===== src/hw/sfio_params.svh =====
// Purpose: offsets, field positions, resets and timing for sfio
// Assumes: 100 MHz aclk
// Notes:   byte addresses on AXI4-Lite
`ifndef SFIO_PARAMS_SVH
`define SFIO_PARAMS_SVH
`define SFIO_REG_CTRL     8'h00
`define SFIO_REG_STATUS   8'h04
`define SFIO_REG_MASK     8'h08
`define SFIO_REG_LIVE     8'h0c
`define SFIO_REG_WARN     8'h10
`define SFIO_REG_ZHIT     8'h14
`define SFIO_REG_ZRANGE   8'h18
`define SFIO_REG_NUMCFG   8'h1c
`define SFIO_CTRL_SERVO   0
`define SFIO_CTRL_AXIS    1
`define SFIO_ST_ESTOP     0
`define SFIO_ST_DOOR      1
`define SFIO_ST_MISMATCH  2
`define SFIO_ST_HAND      3
`define SFIO_ST_PNEU      4
`define SFIO_ST_W         5
`define SFIO_ZR_END_LSB   8
`define SFIO_ZONE_MAX     5'h08
`define SFIO_REG_RESET    32'h0000_0000
`define SFIO_CLK_HZ       100000000
`define SFIO_STOP_MS      100
`define SFIO_STOP_CYC     (`SFIO_STOP_MS * (`SFIO_CLK_HZ / 1000))
`define SFIO_NPINS        15
`endif


===== src/hw/sfio_pkg.sv =====
// Purpose: shared types for sfio
// Assumes: nothing
// Notes:   pairs are normally closed, 1 = closed
package sfio_pkg;
	typedef struct packed {
		logic a;
		logic b;
	} sfio_pair_t;
	typedef struct packed {
		logic err_closed;
		logic estop_closed;
		logic mode_closed;
		logic axis_closed;
	} sfio_contacts_t;
	typedef enum logic [2:0] {
		SFIO_OFF  = 3'b001,
		SFIO_ON   = 3'b010,
		SFIO_STOP = 3'b100
	} sfio_state_t;
endpackage : sfio_pkg


===== src/hw/sfio_safety_io.sv =====
// Purpose: robot safety and dedicated status i/o with AXI4-Lite regs
// Assumes: aclk 100 MHz, pins asynchronous to aclk
// Notes:   contacts: 1 = closed, 0 = open
// Notes on behaviour
// - level input function follows input level
// - edge input acts on rise, then holds
// - hand fault input raises echoed hand error
// - pneumatic fault input raises echoed error
// - per mechanism parts replacement warning output
// - up to 32 zone outputs, range max eight
// - numeric port config: four fields fixed order
// - dual closed estop, opening stops robot
// - dual closed door, opening forces servo off
// - dual mode selector picks manual or auto
// - error contact open while any error
// - estop contact opens on external or pendant
// - mode contact open manual, closed auto
// - axis sync output follows arm servo state
// - no power means all contacts open
// - hazard: stop first, then servo off
//
// The implementer's own choices: the address map and the AXI4-Lite register port.
`timescale 1ns/1ns
`default_nettype none
`include "sfio_params.svh"
module sfio_safety_io
	import sfio_pkg::*;
#(
	parameter int unsigned STOP_SETTLE_CYC = `SFIO_STOP_CYC
) (
	input  wire logic        aclk,
	input  wire logic        aresetn,
	input  wire logic [31:0] awaddr,
	input  wire logic        awvalid,
	output logic             awready,
	input  wire logic [31:0] wdata,
	input  wire logic [3:0]  wstrb,
	input  wire logic        wvalid,
	output logic             wready,
	output logic [1:0]       bresp,
	output logic             bvalid,
	input  wire logic        bready,
	input  wire logic [31:0] araddr,
	input  wire logic        arvalid,
	output logic             arready,
	output logic [31:0]      rdata,
	output logic [1:0]       rresp,
	output logic             rvalid,
	input  wire logic        rready,
	input  wire logic        hand_fault_request_m1,
	input  wire logic        hand_fault_request_m2,
	input  wire logic        hand_fault_request_m3,
	input  wire logic        pneumatic_fault_request_1,
	input  wire logic        pneumatic_fault_request_2,
	input  wire logic        pneumatic_fault_request_3,
	input  wire sfio_pair_t  estop_pair,
	input  wire sfio_pair_t  door_pair,
	input  wire sfio_pair_t  mode_pair,
	input  wire logic        pendant_estop_n,
	input  wire logic        servo_on_edge_in,
	input  wire logic        power_good,
	output logic [2:0]       hand_error_out,
	output logic [2:0]       pneumatic_error_out,
	output logic             parts_replace_warning_m1,
	output logic             parts_replace_warning_m2,
	output logic             parts_replace_warning_m3,
	output logic [31:0]      custom_zone_outputs,
	output logic [31:0]      num_port_cfg,
	output sfio_contacts_t   contacts,
	output logic             robot_stop,
	output logic             servo_enable,
	output logic             irq
);
	localparam int NP = `SFIO_NPINS;
	logic [NP-1:0]    pin_raw;
	logic [NP-1:0]    sync1;
	logic [NP-1:0]    sync2;
	logic [2:0]       hand_s;
	logic [2:0]       pneu_s;
	sfio_pair_t       estop_s;
	sfio_pair_t       door_s;
	sfio_pair_t       mode_s;
	logic             pend_ok;
	logic             son_s;
	logic             son_d;
	logic             pwr_ok;
	logic             estop_act;
	logic             door_open;
	logic             mismatch;
	logic             auto_mode;
	logic             hazard;
	logic             any_err;
	logic [`SFIO_ST_W-1:0] ev;
	logic [`SFIO_ST_W-1:0] lvl;
	logic [`SFIO_ST_W-1:0] lvl_d;
	logic [31:0]      ctrl;
	logic [31:0]      status;
	logic [31:0]      mask;
	logic [31:0]      warn;
	logic [31:0]      zhit;
	logic [31:0]      zrange;
	logic             aw_full;
	logic             w_full;
	logic [31:0]      aw_q;
	logic [31:0]      w_q;
	logic [3:0]       s_q;
	logic             do_wr;
	logic [7:0]       wr_addr;
	logic [31:0]      wr_data;
	logic [3:0]       wr_strb;
	logic             wr_ok;
	logic             servo_req;
	sfio_state_t      state;
	sfio_state_t      next_state;
	logic [31:0]      stop_cnt;
	logic [4:0]       z_lo;
	logic [4:0]       z_hi;
	logic             z_ok;

	// pin synchronisers
	assign pin_raw = {hand_fault_request_m3, hand_fault_request_m2,
		hand_fault_request_m1, pneumatic_fault_request_3,
		pneumatic_fault_request_2, pneumatic_fault_request_1,
		estop_pair, door_pair, mode_pair, pendant_estop_n,
		servo_on_edge_in, power_good};
	genvar gi;
	generate
		for (gi = 0; gi < NP; gi++) begin : g_sync
			always_ff @(posedge aclk) begin
				if (!aresetn) begin
					sync1[gi] <= 1'b0;
					sync2[gi] <= 1'b0;
				end else begin
					sync1[gi] <= pin_raw[gi];
					sync2[gi] <= sync1[gi];
				end
			end
		end
	endgenerate
	assign {hand_s, pneu_s, estop_s, door_s, mode_s, pend_ok, son_s,
		pwr_ok} = sync2;

	// redundant pair decode
	assign estop_act = !(estop_s.a && estop_s.b) || !pend_ok;
	assign door_open = !(door_s.a && door_s.b);
	assign auto_mode = mode_s.a && mode_s.b;
	assign mismatch  = (estop_s.a ^ estop_s.b) | (door_s.a ^ door_s.b)
		| (mode_s.a ^ mode_s.b);
	assign hazard    = estop_act || door_open;
	assign any_err   = mismatch || estop_act || (|hand_s) || (|pneu_s);

	// level and warning outputs follow their sources
	always_ff @(posedge aclk) begin
		if (!aresetn) begin
			hand_error_out           <= 3'h0;
			pneumatic_error_out      <= 3'h0;
			parts_replace_warning_m1 <= 1'b0;
			parts_replace_warning_m2 <= 1'b0;
			parts_replace_warning_m3 <= 1'b0;
		end else begin
			hand_error_out           <= hand_s;
			pneumatic_error_out      <= pneu_s;
			parts_replace_warning_m1 <= warn[0];
			parts_replace_warning_m2 <= warn[1];
			parts_replace_warning_m3 <= warn[2];
		end
	end

	// zone outputs within a range of at most eight
	assign z_lo = zrange[4:0];
	assign z_hi = zrange[`SFIO_ZR_END_LSB +: 5];
	assign z_ok = (z_hi >= z_lo) && ((z_hi - z_lo) < `SFIO_ZONE_MAX);
	generate
		for (gi = 0; gi < 32; gi++) begin : g_zone
			always_ff @(posedge aclk) begin
				if (!aresetn)
					custom_zone_outputs[gi] <= 1'b0;
				else
					custom_zone_outputs[gi] <= z_ok && zhit[gi]
						&& (5'(gi) >= z_lo) && (5'(gi) <= z_hi);
			end
		end
	endgenerate

	// servo sequence: edge request, stop then servo off
	assign servo_req = (son_s && !son_d)
		|| (do_wr && wr_ok && wr_addr == `SFIO_REG_CTRL
		&& wr_strb[0] && wr_data[`SFIO_CTRL_SERVO]);

	always_comb begin
		next_state = state;
		unique case (state)
			SFIO_OFF: begin
				if (servo_req && !hazard && pwr_ok)
					next_state = SFIO_ON;
			end
			SFIO_ON: begin
				if (hazard || !pwr_ok)
					next_state = SFIO_STOP;
			end
			SFIO_STOP: begin
				if (stop_cnt >= STOP_SETTLE_CYC - 1)
					next_state = SFIO_OFF;
			end
		endcase
	end

	always_ff @(posedge aclk) begin
		if (!aresetn) begin
			state        <= SFIO_OFF;
			stop_cnt     <= 32'h0;
			son_d        <= 1'b0;
			robot_stop   <= 1'b0;
			servo_enable <= 1'b0;
		end else begin
			state        <= next_state;
			stop_cnt     <= (state == SFIO_STOP)
				? stop_cnt + 32'h1 : 32'h0;
			son_d        <= son_s;
			robot_stop   <= (next_state == SFIO_STOP);
			servo_enable <= (next_state != SFIO_OFF);
		end
	end

	// output contacts, all open without power
	always_ff @(posedge aclk) begin
		if (!aresetn || !pwr_ok) begin
			contacts <= '0;
		end else begin
			contacts.err_closed   <= !any_err;
			contacts.estop_closed <= !estop_act;
			contacts.mode_closed  <= auto_mode;
			contacts.axis_closed  <= ctrl[`SFIO_CTRL_AXIS]
				&& (next_state != SFIO_OFF);
		end
	end

	// sticky events and interrupt
	assign lvl = {|pneu_s, |hand_s, mismatch, door_open, estop_act};
	assign ev  = lvl & ~lvl_d;
	always_ff @(posedge aclk) begin
		if (!aresetn) begin
			lvl_d  <= '0;
			status <= `SFIO_REG_RESET;
		end else begin
			lvl_d <= lvl;
			if (do_wr && wr_ok && wr_addr == `SFIO_REG_STATUS
				&& wr_strb[0])
				status[`SFIO_ST_W-1:0] <= (status[`SFIO_ST_W-1:0]
					& ~wr_data[`SFIO_ST_W-1:0]) | ev;
			else
				status[`SFIO_ST_W-1:0] <= status[`SFIO_ST_W-1:0] | ev;
		end
	end
	assign irq = |(status & mask);

	// axi4-lite write path
	assign awready = !aw_full && !bvalid;
	assign wready  = !w_full && !bvalid;
	assign do_wr   = (aw_full || (awvalid && awready))
		&& (w_full || (wvalid && wready)) && !bvalid;
	assign wr_addr = aw_full ? aw_q[7:0] : awaddr[7:0];
	assign wr_data = w_full ? w_q : wdata;
	assign wr_strb = w_full ? s_q : wstrb;
	assign wr_ok   = (aw_full ? aw_q[31:8] : awaddr[31:8]) == 24'h0
		&& (wr_addr[1:0] == 2'b00) && (wr_addr <= `SFIO_REG_NUMCFG);

	always_ff @(posedge aclk) begin
		if (!aresetn) begin
			aw_full <= 1'b0;
			w_full  <= 1'b0;
			aw_q    <= 32'h0;
			w_q     <= 32'h0;
			s_q     <= 4'h0;
			bvalid  <= 1'b0;
			bresp   <= 2'b00;
		end else begin
			if (do_wr) begin
				aw_full <= 1'b0;
				w_full  <= 1'b0;
				bvalid  <= 1'b1;
				bresp   <= wr_ok ? 2'b00 : 2'b11;
			end else begin
				if (awvalid && awready) begin
					aw_full <= 1'b1;
					aw_q    <= awaddr;
				end
				if (wvalid && wready) begin
					w_full <= 1'b1;
					w_q    <= wdata;
					s_q    <= wstrb;
				end
				if (bvalid && bready)
					bvalid <= 1'b0;
			end
		end
	end

	function automatic logic [31:0] merge(input logic [31:0] old,
		input logic [31:0] nw, input logic [3:0] st);
		logic [31:0] r;
		r = old;
		for (int i = 0; i < 4; i++)
			if (st[i])
				r[i*8 +: 8] = nw[i*8 +: 8];
		return r;
	endfunction : merge

	always_ff @(posedge aclk) begin
		if (!aresetn) begin
			ctrl         <= `SFIO_REG_RESET;
			mask         <= `SFIO_REG_RESET;
			warn         <= `SFIO_REG_RESET;
			zhit         <= `SFIO_REG_RESET;
			zrange       <= `SFIO_REG_RESET;
			num_port_cfg <= `SFIO_REG_RESET;
		end else if (do_wr && wr_ok) begin
			unique case (wr_addr)
				`SFIO_REG_CTRL: ctrl <= merge(ctrl, wr_data, wr_strb)
					& 32'h0000_0002;
				`SFIO_REG_MASK: mask <= merge(mask, wr_data, wr_strb)
					& 32'h0000_001f;
				`SFIO_REG_WARN: warn <= merge(warn, wr_data, wr_strb)
					& 32'h0000_0007;
				`SFIO_REG_ZHIT: zhit <= merge(zhit, wr_data, wr_strb);
				`SFIO_REG_ZRANGE: zrange <= merge(zrange, wr_data,
					wr_strb) & 32'h0000_1f1f;
				`SFIO_REG_NUMCFG: num_port_cfg <= merge(num_port_cfg,
					wr_data, wr_strb);
				default: ;
			endcase
		end
	end

	// axi4-lite read path
	assign arready = !rvalid;
	always_ff @(posedge aclk) begin
		if (!aresetn) begin
			rvalid <= 1'b0;
			rdata  <= 32'h0;
			rresp  <= 2'b00;
		end else if (arvalid && arready) begin
			rvalid <= 1'b1;
			rresp  <= 2'b00;
			unique case (araddr)
				32'(`SFIO_REG_CTRL):   rdata <= ctrl;
				32'(`SFIO_REG_STATUS): rdata <= status;
				32'(`SFIO_REG_MASK):   rdata <= mask;
				32'(`SFIO_REG_LIVE):   rdata <= {18'h0, state,
					pwr_ok, auto_mode, pneu_s, hand_s, door_open,
					estop_act, mismatch};
				32'(`SFIO_REG_WARN):   rdata <= warn;
				32'(`SFIO_REG_ZHIT):   rdata <= zhit;
				32'(`SFIO_REG_ZRANGE): rdata <= zrange;
				32'(`SFIO_REG_NUMCFG): rdata <= num_port_cfg;
				default: begin
					rdata <= 32'h0;
					rresp <= 2'b11;
				end
			endcase
		end else if (rvalid && rready) begin
			rvalid <= 1'b0;
		end
	end
endmodule : sfio_safety_io
`default_nettype wire


===== config.mk =====
export PLATFORM = sky130hd
export DESIGN_NAME = sfio_safety_io
export DESIGN_NICKNAME = d
export VERILOG_FILES = /design/src/hw/sfio_pkg.sv /design/src/hw/sfio_safety_io.sv
export VERILOG_INCLUDE_DIRS = /design/src /design/src/hw
export SDC_FILE = /design/constraint.sdc
export NUM_CORES = 1
export LEC_CHECK = 0
export ABC_AREA = 1
export BUFFER_PORTS_ARGS = -buffer_cell sky130_fd_sc_hd__buf_2
export CORE_ASPECT_RATIO = 2
export CORE_MARGIN = 2
export CORE_UTILIZATION = 35
export DETAILED_ROUTE_END_ITERATION = 7
export PLACE_DENSITY = 0.52
export SLEW_MARGIN = 20
export SYNTH_ARGS = -nofsm -noshare
export SYNTH_HDL_FRONTEND = slang
export SYNTH_SLANG_ARGS = --single-unit

===== constraint.sdc =====
create_clock -name aclk -period 2.55 [get_ports aclk]
set_clock_uncertainty 0.1 [all_clocks]
set_input_delay 0.255 -clock aclk [delete_from_list [all_inputs] [get_ports aclk]]
set_output_delay 0.255 -clock aclk [all_outputs]
set_load 0.02 [all_outputs]

### Word-level counts from Yosys, hierarchy flattened

Index checks and enable logic that the tools add are counted.
W data, S select, Z words.

* bits in registers: 314
* input port bits: 122
* output and inout bits: 121

* $add $sub $neg: 2
* order comparisons: 68
* eq/ne operators: 18
* multiplexer cells: 16
* bitwise operators: 14
* reductions and logical operators: 171

Operators by type and width (count)
* $pmux W32 S8: 1
* $eq A32 B5 Y1 const B: 4
* $logic_and A1 B1 Y1: 121
* $ge A5 B5 Y1 const A: 16
* $le A5 B5 Y1 const A: 16
* $eq A32 B4 Y1 const B: 2
* $ge A4 B5 Y1 const A: 8
* $le A4 B5 Y1 const A: 8
* $reduce_and A3 Y1: 13
* $add A32 B1 Y32 const B: 1
* $eq A32 B3 Y1 const B: 1
* $eq A8 B5 Y1 const B: 4
* $ge A32 B24 Y1 const B: 1
* $logic_not A32 Y1: 1
* $mux W32: 1
* $reduce_or A32 Y1: 1
* $logic_not A24 Y1: 1
* $mux W24: 1
* $ge A3 B5 Y1 const A: 4
* $le A3 B5 Y1 const A: 4
* $and A5 B5 Y5: 3
* $logic_not A1 Y1: 13
* $ge A1 B5 Y1 const A: 2
* $ge A2 B5 Y1 const A: 2
* other kinds (32): 60

### Logic depth before layout (Yosys ltp)

Gate-level depths: netlist of the first run.

* depth after elaboration: 17
* depth in mapped cells: 17
* gate-level depth less buffers: 17

### Worst setup path before layout of the first run

OpenSTA, ideal clock, no wires.

* path type: register to register
* from: register zrange[2]
* to: register custom_zone_outputs[20]
* data arrival time: 1879 ps
* setup slack: 456 ps
* cell stages (with the launch flop): 12
* clock period less this slack: 2094 ps
* cell sequence: dfxtp_1 -> inv_1 -> ha_1 -> nand2_1 -> nor2_1 -> a211oi_1 -> o21ai_0 -> nand2_1 -> nand3_1 -> inv_1 -> nand3_1 -> a2111oi_0

* cells in the longest elaborated chain, start to end: 6

Ends and longest elaborated chain
* from (decl): RTL line sfio_safety_io.sv:101 `logic [31:0] zrange;`
* from (signal assigned): RTL line sfio_safety_io.sv:315 `` zrange <= `SFIO_REG_RESET; ``
* from (signal assigned): RTL line sfio_safety_io.sv:326 `` `SFIO_REG_ZRANGE: zrange <= merge(zrange, wr_data, ``
* $sub A5 B5 Y5: RTL line sfio_safety_io.sv:172 `` assign z_ok = (z_hi >= z_lo) && ((z_hi - z_lo) < `SFIO_ZONE_MAX); ``
* $lt A5 B4 Y1 (no line)
* $logic_and A1 B1 Y1: RTL line sfio_safety_io.sv:172
* $logic_and A1 B1 Y1: RTL line sfio_safety_io.sv:179 `custom_zone_outputs[gi] <= z_ok && zhit[gi]`
* $logic_and A1 B1 Y1 * (2 in a row): RTL line sfio_safety_io.sv:180 `&& (5'(gi) >= z_lo) && (5'(gi) <= z_hi);`
* to (signal, indexed assignment): RTL line sfio_safety_io.sv:179
* to (decl): RTL line sfio_safety_io.sv:67 `output logic [31:0] custom_zone_outputs,`

Mark *: on every way between the ends. The rest lies on a longest branch, timed or not.
A chain may end at the register's enable or synchronous reset.

### Worst setup path in the final report of the first run

* from: register stop_cnt[0]
* to: register stop_cnt[28]

* cells in the longest elaborated chain, start to end: 1

Ends and longest elaborated chain
* from (decl): RTL line sfio_safety_io.sv:115 `logic [31:0] stop_cnt;`
* from (signal assigned): RTL line sfio_safety_io.sv:217 `stop_cnt <= (state == SFIO_STOP)`
* $add A32 B1 Y32: RTL line sfio_safety_io.sv:218 `? stop_cnt + 32'h1 : 32'h0;`

Every way passes these cells.

==> reports/qor.csv, run 1 <==
stage,metric,value,unit
status,outcome,finished clean,
layout,FF/Latch Area,6246,um^2
timing,f_max,422.4,MHz
timing,Final period util,92.84,%
clocking,CTS tree,built,
routing,DRC Markers,0,
layout,design area,16840,um^2
yosys,Synth async-reset ratio,0,%
worst_setup_path,"Max FO, Critical Path",4,
floorplan,initial core utilization,35.34,%
routing,Vias,13100,
power,leakage,7.239,nW
yosys,syn_area_per_cell,7.272,um^2
yosys,largest cells by area after synthesis,"dfxtp_1, nand2_1, nor2_1",
power,switching part of the total,25.18,%
clocking,CTS Sinks,312,
layout,Layout Nets,2271,
layout,layout cells sized above 1,17.41,%
worst_setup_path,Critical Path RT,2950,ps
clocking,H-tree Lvls,1,
worst_hold_path,Hold Path Origin,awvalid,
floorplan,Core Region,37160,um^2
place,DP Wirelength,35330,um
worst_setup_path,Worst R2R Path Depth,13,
routing,first-pass iteration count of the detailed router,5,
yosys,post-synthesis compound-gate area fraction,17.98,%
yosys,"FF+latch count, synth",312,
grt,number of global-route vias before repair,12830,
worst_setup_path,WS Path Type,register to register,
yosys,prevailing post-synth register cell,dfxtp_1,
timing,setup_tns,0,ps
worst_setup_path,R2R Path Start,stop_cnt[0]$_SDFF_PN0_,
timing,worst-margin pin slew,880.4,ps
yosys,Synth cell types,48,
floorplan,die height,277.9,um
timing,Final Hold Viols,0,
clocking,"Reg clk slew, reported paths",70,ps
worst_setup_path,Reg2Reg Setup Slack,180,ps
worst_setup_path,worst r2r dst,stop_cnt[28]$_SDFF_PN0_,
clocking,clk_lat worst skew,570,ps
worst_hold_path,Min-Delay Path Class,input pin to register,
layout,Post-Layout Cell Count,2619,
place,"Cell Area, Placed",15040,um^2
grt,initial antenna violation count,0,
yosys,Netlist Area Pre-Place,13130,um^2
timing,min cycle time layout,2367,ps
power,register share of total power,48.7,%
grt,GR Overflow Total,0,
yosys,Synth Area in XOR/XNOR,0.2668,%
power,power share of the clock group,40.6,%
timing,fin. max-slew vios,0,
place,port bufs,242,
yosys,"area leader, netlist",dfxtp_1,
power,Internal,7.904,mW
timing,setup violators final,0,
layout,Syn-to-layout area delta,28.25,%
yosys,Simple-Gate Fraction of Synth Area,24.02,%
job,Max-Cap Viols,0,
layout,antenna cells,0,
power,Max IR drop VDD,0.4744,mV
clocking,postcts setup bufs,0,
timing,WHS,34.56,ps
worst_setup_path,CP Capture Type,register,
clocking,TritonCTS Buffers,29,
layout,Fillers,3818,
clocking,root buf cell,clkbuf_16,
place,Inst Count DP,2482,
power,power share of the combinational group,10.7,%
grt,largest net degree at the start of global routing,129,
yosys,Syn. warnings,0,
yosys,main combinational cell family by area after synthesis,simple AND/OR/NAND/NOR gates,
grt,GRT Resource Usage Total,23.01,%
power,cell area power density,627.2,nW/um^2
worst_setup_path,WP data arrival,2770,ps
clocking,maximum root-to-sink buffer count,3,
layout,area of the multi-input gates,5734,um^2
yosys,Synth Instances,1806,
grt,global-route wire length before repair,70080,um
yosys,"EDFF count, synth",0,
worst_hold_path,WHS Path Cells,4,
worst_hold_path,hold path endpoint,aw_full$_SDFFE_PP0P_,
yosys,sequential area share after synthesis,47.56,%
routing,DR vias/cell,5.000,
floorplan,die area,39180,um^2
floorplan,Die Width,141.0,um
routing,Post-DRT Antenna Nets,0,
yosys,mux cell area share after synthesis,0.3811,%
worst_setup_path,startpoint types,register,
yosys,Syn Nets,1937,
routing,number of DRC markers in iteration 0,682,
timing,relative slew slack,41.24,%
floorplan,Ports,243,
routing,wire per inst,17.59,um
layout,"most common cell after layout, fill and taps aside",nand2_1,
yosys,Adder-Cell Fraction of Synth Area,0.8575,%
floorplan,# rows,100,
timing,RSZ-0062 raised after global routing,no,
layout,most frequent cells in the layout,"nand2_1, dfxtp_1, nor2_1, buf_2, inv_1",
place,gpl congestion,0.9444,
power,P_sw,2.661,mW
routing,Routed WL,46060,um
yosys,area share of the largest cell type after synthesis,47.56,%
==> registers in the layout, summed over array words and instances, names as in the netlist, 10 cells and up <==
signal and count:
aw_q 32, custom_zone_outputs 32, num_port_cfg 32, rdata 32, stop_cnt 32, w_q 32, zhit 32, sync1 15
zrange 10
==> final cells by class <==
type	count	area share (%)
repair buffers	385	15.01
flip-flops and latches	312	37.08
multi-input cells	1189	34.05
clock buffers	46	5.163
inverters	223	4.970
clock inverters	5	0.3194
well taps	459	3.410
==> cell families after synthesis <==
family | count (synthesis)
simple gates | 743
fa+ha+maj | 9
xor+xnor | 4
compound gates | 428
flops | 312
mux | 5
buf+inv | 305
==> cell usage after synthesis, drive strengths merged, types with 2 or more instances <==
cell	count
nand2	314
dfxtp	312
nor2	270
inv	220
o21ai	190
a21oi	153
clkbuf	62
nand3	53
nor3	51
o22ai	33
nand4	21
buf	20
nor4	16
or2	12
a2111oi	10
ha	9
o31ai	8
a211oi	7
o211ai	7
o221ai	7
o2111ai	6
mux2i	5
nor3b	4
clkinv	3
a31oi	2
nand3b	2
o21a	2
xnor2	2
xor2	2
==> worst max-delay path, cell delays in order, from the launching register on <==
cell,delay [ps]
dfxtp_1,350
ha_1,180
nand2_1,90
nor2_2,150
nand2_1,140
nor3_2,190
nand2_1,110
nor2_2,130
nand4_2,130
nor2_2,140
nand4_2,140
nor2_2,190
nand3b_1,100
a21oi_1,150
==> per-layer routing <==
layer  global-route usage [%]  routed length (um)
met1                    22.81               16180
met2                    44.10               24700
met3                    2.443                1690
met4                    15.46                3484
met5                        0                   0
==> what timing repair did <==
item / in CTS / in global routing
setup endpoints to repair: 0 / 10
hold buffers: 86 / 0
endpoints found under the hold margin: 96 / 0
resized for setup: 0 / 7
==> per-stage QoR <==
stage / setup slack (ps) / total power, mW / utilization, %
after detailed placement: 151.5 / 6.285 / 40.46
after global routing: 6.070 / 11.03 / 45.32
after floorplan: 456.3 / 5.875 / -
after global placement: 208.8 / 6.274 / 40.46
after CTS: 119.7 / 10.69 / 45.27
final: 182.6 / 10.56 / 45.32
==> how the worst max path moves through the flow <==
stage	startpoint	to	slack, ps	cells past startpoint
6_report	stop_cnt[0]$_SDFF_PN0_	stop_cnt[28]$_SDFF_PN0_	180	13
3_3_place_gp	aw_full$_SDFFE_PP0P_	mask[3]$_SDFFE_PN0P_	210	12
5_1_grt	stop_cnt[0]$_SDFF_PN0_	stop_cnt[28]$_SDFF_PN0_	6	13
2_1_floorplan	zrange[2]$_SDFFE_PN0P_	custom_zone_outputs[20]$_SDFF_PN0_	460	11
4_1_cts	aw_full$_SDFFE_PP0P_	mask[4]$_SDFFE_PN0P_	120	10
3_5_place_dp	aw_full$_SDFFE_PP0P_	mask[4]$_SDFFE_PN0P_	150	10
==> power groups by stage <==
| stage | registers, mW | clock network (mW) | logic [mW] |
|---|---|---|---|
| 2_1_floorplan | 5.24 | 0 | 0.636 |
| 3_3_place_gp | 5.25 | 0 | 1.02 |
| 3_5_place_dp | 5.25 | 0 | 1.03 |
| 4_1_cts | 5.14 | 4.40 | 1.14 |
| 5_1_grt | 5.16 | 4.59 | 1.27 |
| 6_report | 5.14 | 4.29 | 1.13 |
No activity file was read; power rests on OpenSTA's default activity.
==> run 2: changes to the inputs <==
Settings changed: CORE_MARGIN 2 to default.
==> reports/qor.csv, run 2 (synthesis gave the netlist of run 1 again) <==
stage,metric,value,unit,change
layout,FF/Latch Area,6246,um^2,unchanged
timing,Final Hold Viols,0,,unchanged
grt,GR Overflow Total,0,,unchanged
clocking,"Reg clk slew, reported paths",60,ps,about the same
worst_setup_path,Critical Path End,stop_cnt[21]$_SDFF_PN0_,,
layout,area of the multi-input gates,5769,um^2,+0.61%
timing,RSZ-0062 raised after global routing,yes,,
worst_setup_path,worst r2r dst,stop_cnt[21]$_SDFF_PN0_,,
worst_setup_path,WP data arrival,2680,ps,-90 ps
routing,Post-DRT Antenna Nets,0,,unchanged
layout,Layout Nets,2273,,+0.088%
layout,"most common cell after layout, fill and taps aside",dfxtp_1,,
place,DP Wirelength,35680,um,+1.0%
worst_hold_path,Min-Delay Path Class,input pin to register,,
worst_setup_path,"Max FO, Critical Path",3,,-1
grt,initial antenna violation count,1,,+1
clocking,root buf cell,clkbuf_16,,
timing,f_max,430.2,MHz,+1.8%
worst_setup_path,WS Path Type,register to register,,
layout,layout cells sized above 1,17.88,%,+0.47 points
status,failing checks,design-rule violations,,
floorplan,# rows,100,,unchanged
grt,number of global-route vias before repair,12830,,-0.023%
place,port bufs,242,,unchanged
floorplan,die height,275.9,um,-0.72%
routing,DRC Markers,14,,+14
power,leakage,7.296,nW,+0.79%
worst_setup_path,R2R Path Start,stop_cnt[0]$_SDFF_PN0_,,
routing,number of DRC markers in iteration 0,592,,-13%
power,post-route total power,10.91,mW,+3.3%
layout,Syn-to-layout area delta,29.24,%,
layout,Fillers,3856,,+1.0%
worst_setup_path,Worst R2R Path Depth,13,,unchanged
status,outcome,"finished, violations left",,
power,cell area power density,643.0,nW/um^2,+2.5%
grt,GRT Resource Usage Total,23.83,%,+0.83 points
power,Max IR drop VDD,0.5440,mV,+15%
grt,global-route wire length before repair,69830,um,-0.36%
timing,Final period util,91.16,%,-1.7 points
floorplan,Core Region,37040,um^2,-0.34%
job,Max-Cap Viols,0,,unchanged
routing,first-pass iteration count of the detailed router,8,,+3
clocking,CTS tree,built,,
layout,final core utilization,45.83,%,+0.50 points
worst_setup_path,Reg2Reg Setup Slack,230,ps,+40 ps
worst_setup_path,startpoint types,register,,
clocking,maximum root-to-sink buffer count,3,,unchanged
timing,fin. max-slew vios,0,,unchanged
clocking,clk_lat worst skew,580,ps,about the same
timing,min cycle time layout,2324,ps,-42.85 ps
timing,worst-margin pin slew,789.8,ps,-90.59 ps
worst_setup_path,CP Capture Type,register,,
layout,Post-Layout Cell Count,2625,,+0.23%
clocking,CTS Sinks,312,,unchanged
routing,DR vias/cell,4.963,,-0.74%
clocking,TritonCTS Buffers,30,,+3.4%
clocking,H-tree Lvls,1,,unchanged
floorplan,Ports,243,,unchanged
timing,setup violators final,0,,unchanged
routing,Vias,13030,,-0.51%
place,Inst Count DP,2483,,+0.040%
floorplan,die area,38350,um^2,-2.1%
floorplan,initial core utilization,35.46,%,+0.12 points
floorplan,Die Width,139.0,um,-1.4%
routing,wire per inst,17.66,um,+0.44%
worst_setup_path,Critical Path RT,2900,ps,-50 ps
routing,Routed WL,46370,um,+0.67%
worst_setup_path,Critical Path Start,stop_cnt[0]$_SDFF_PN0_,,
worst_hold_path,Hold Path Origin,wvalid,,
layout,most frequent cells in the layout,"dfxtp_1, nand2_1, nor2_1, buf_2, inv_1",,
grt,largest net degree at the start of global routing,168,,+30%
place,gpl congestion,0.9562,,+1.2%
timing,relative slew slack,46.79,%,+5.5 points
timing,WHS,105.3,ps,+70.77 ps
-- run 2: cell count changes in the layout (fill, tap and decap cells not counted), sizes merged --
cell | previous run | this run
buf | 299 | 300
bufinv | 1 | 3
clkbuf | 46 | 41
clkinv | 6 | 8
clkinvlp | 0 | 5
diode | 0 | 1
-- run 2: critical path: stages (launching register included) --
cell and delay [ps]:
dfxtp_1 350, nand3_1 130, nor2_1 160, nand4_1 130
nor2_2 220, nand2_1 100, nor2_1 250, nand2_1 110
inv_1 110, nand3_1 70, inv_1 80, nand3_1 100
o21ai_1 220, a21oi_1 70
-- run 2: metrics by stage --
stage	cell area (um^2)	worst slack (ps)	TNS, ps
after floorplan	13130	456.3	0
after global placement	15030	20.66	0
after detailed placement	15030	14.44	0
after CTS	16920	125.5	0
after global routing	16970	-9.001	-17.94
final	16970	225.5	0
-- run 2: routing by layer --
layer | routed length, um | part of all wire, % | global-route usage, %
met1 | 15790 | 34 | 22.35
met2 | 24750 | 53 | 46.49
met3 | 1759 | 3.8 | 2.455
met4 | 4066 | 8.8 | 19.71
met5 | 0 | 0 | 0
-- run 2: how the worst min path moves through the flow --
stage	cells past startpoint	slack, ps	end
2_1_floorplan	2	250	sync1[0]$_SDFF_PN0_
4_1_cts	5	90	w_full$_SDFFE_PP0P_
3_3_place_gp	2	290	hand_s[2]$_SDFF_PN0_
6_report	5	110	w_full$_SDFFE_PP0P_
3_5_place_dp	2	300	mode_s[0]$_SDFF_PN0_
5_1_grt	5	130	w_full$_SDFFE_PP0P_
-- run 2: area by class of cell --
class | count | share of cell area [%]
flip-flops and latches | 312 | 36.80
inverters | 223 | 4.932
well taps | 459 | 3.384
clock inverters | 14 | 0.9878
diodes | 1 | 0.01474
clock buffers | 41 | 5.028
repair buffers | 386 | 14.86
multi-input cells | 1189 | 33.99
-- run 2: what timing repair did --
| item | CTS | global route |
|---|---|---|
| pin swaps | 0 | 0 |
| gates resized for setup | 1 | 13 |
| setup endpoints to repair | 1 | 26 |
| hold buffers | 86 | 0 |
| cloned | 0 | 0 |
| hold endpoints to repair | 94 | 0 |
| buffers inserted | 0 | 0 |
-- run 2: power breakdown --
group / switching (mW) / leakage [nW] / internal [mW]
registers: 0.0919 / 2.53 / 5.05
logic: 0.704 / 4.27 / 0.430
clock network: 1.99 / 0.487 / 2.65
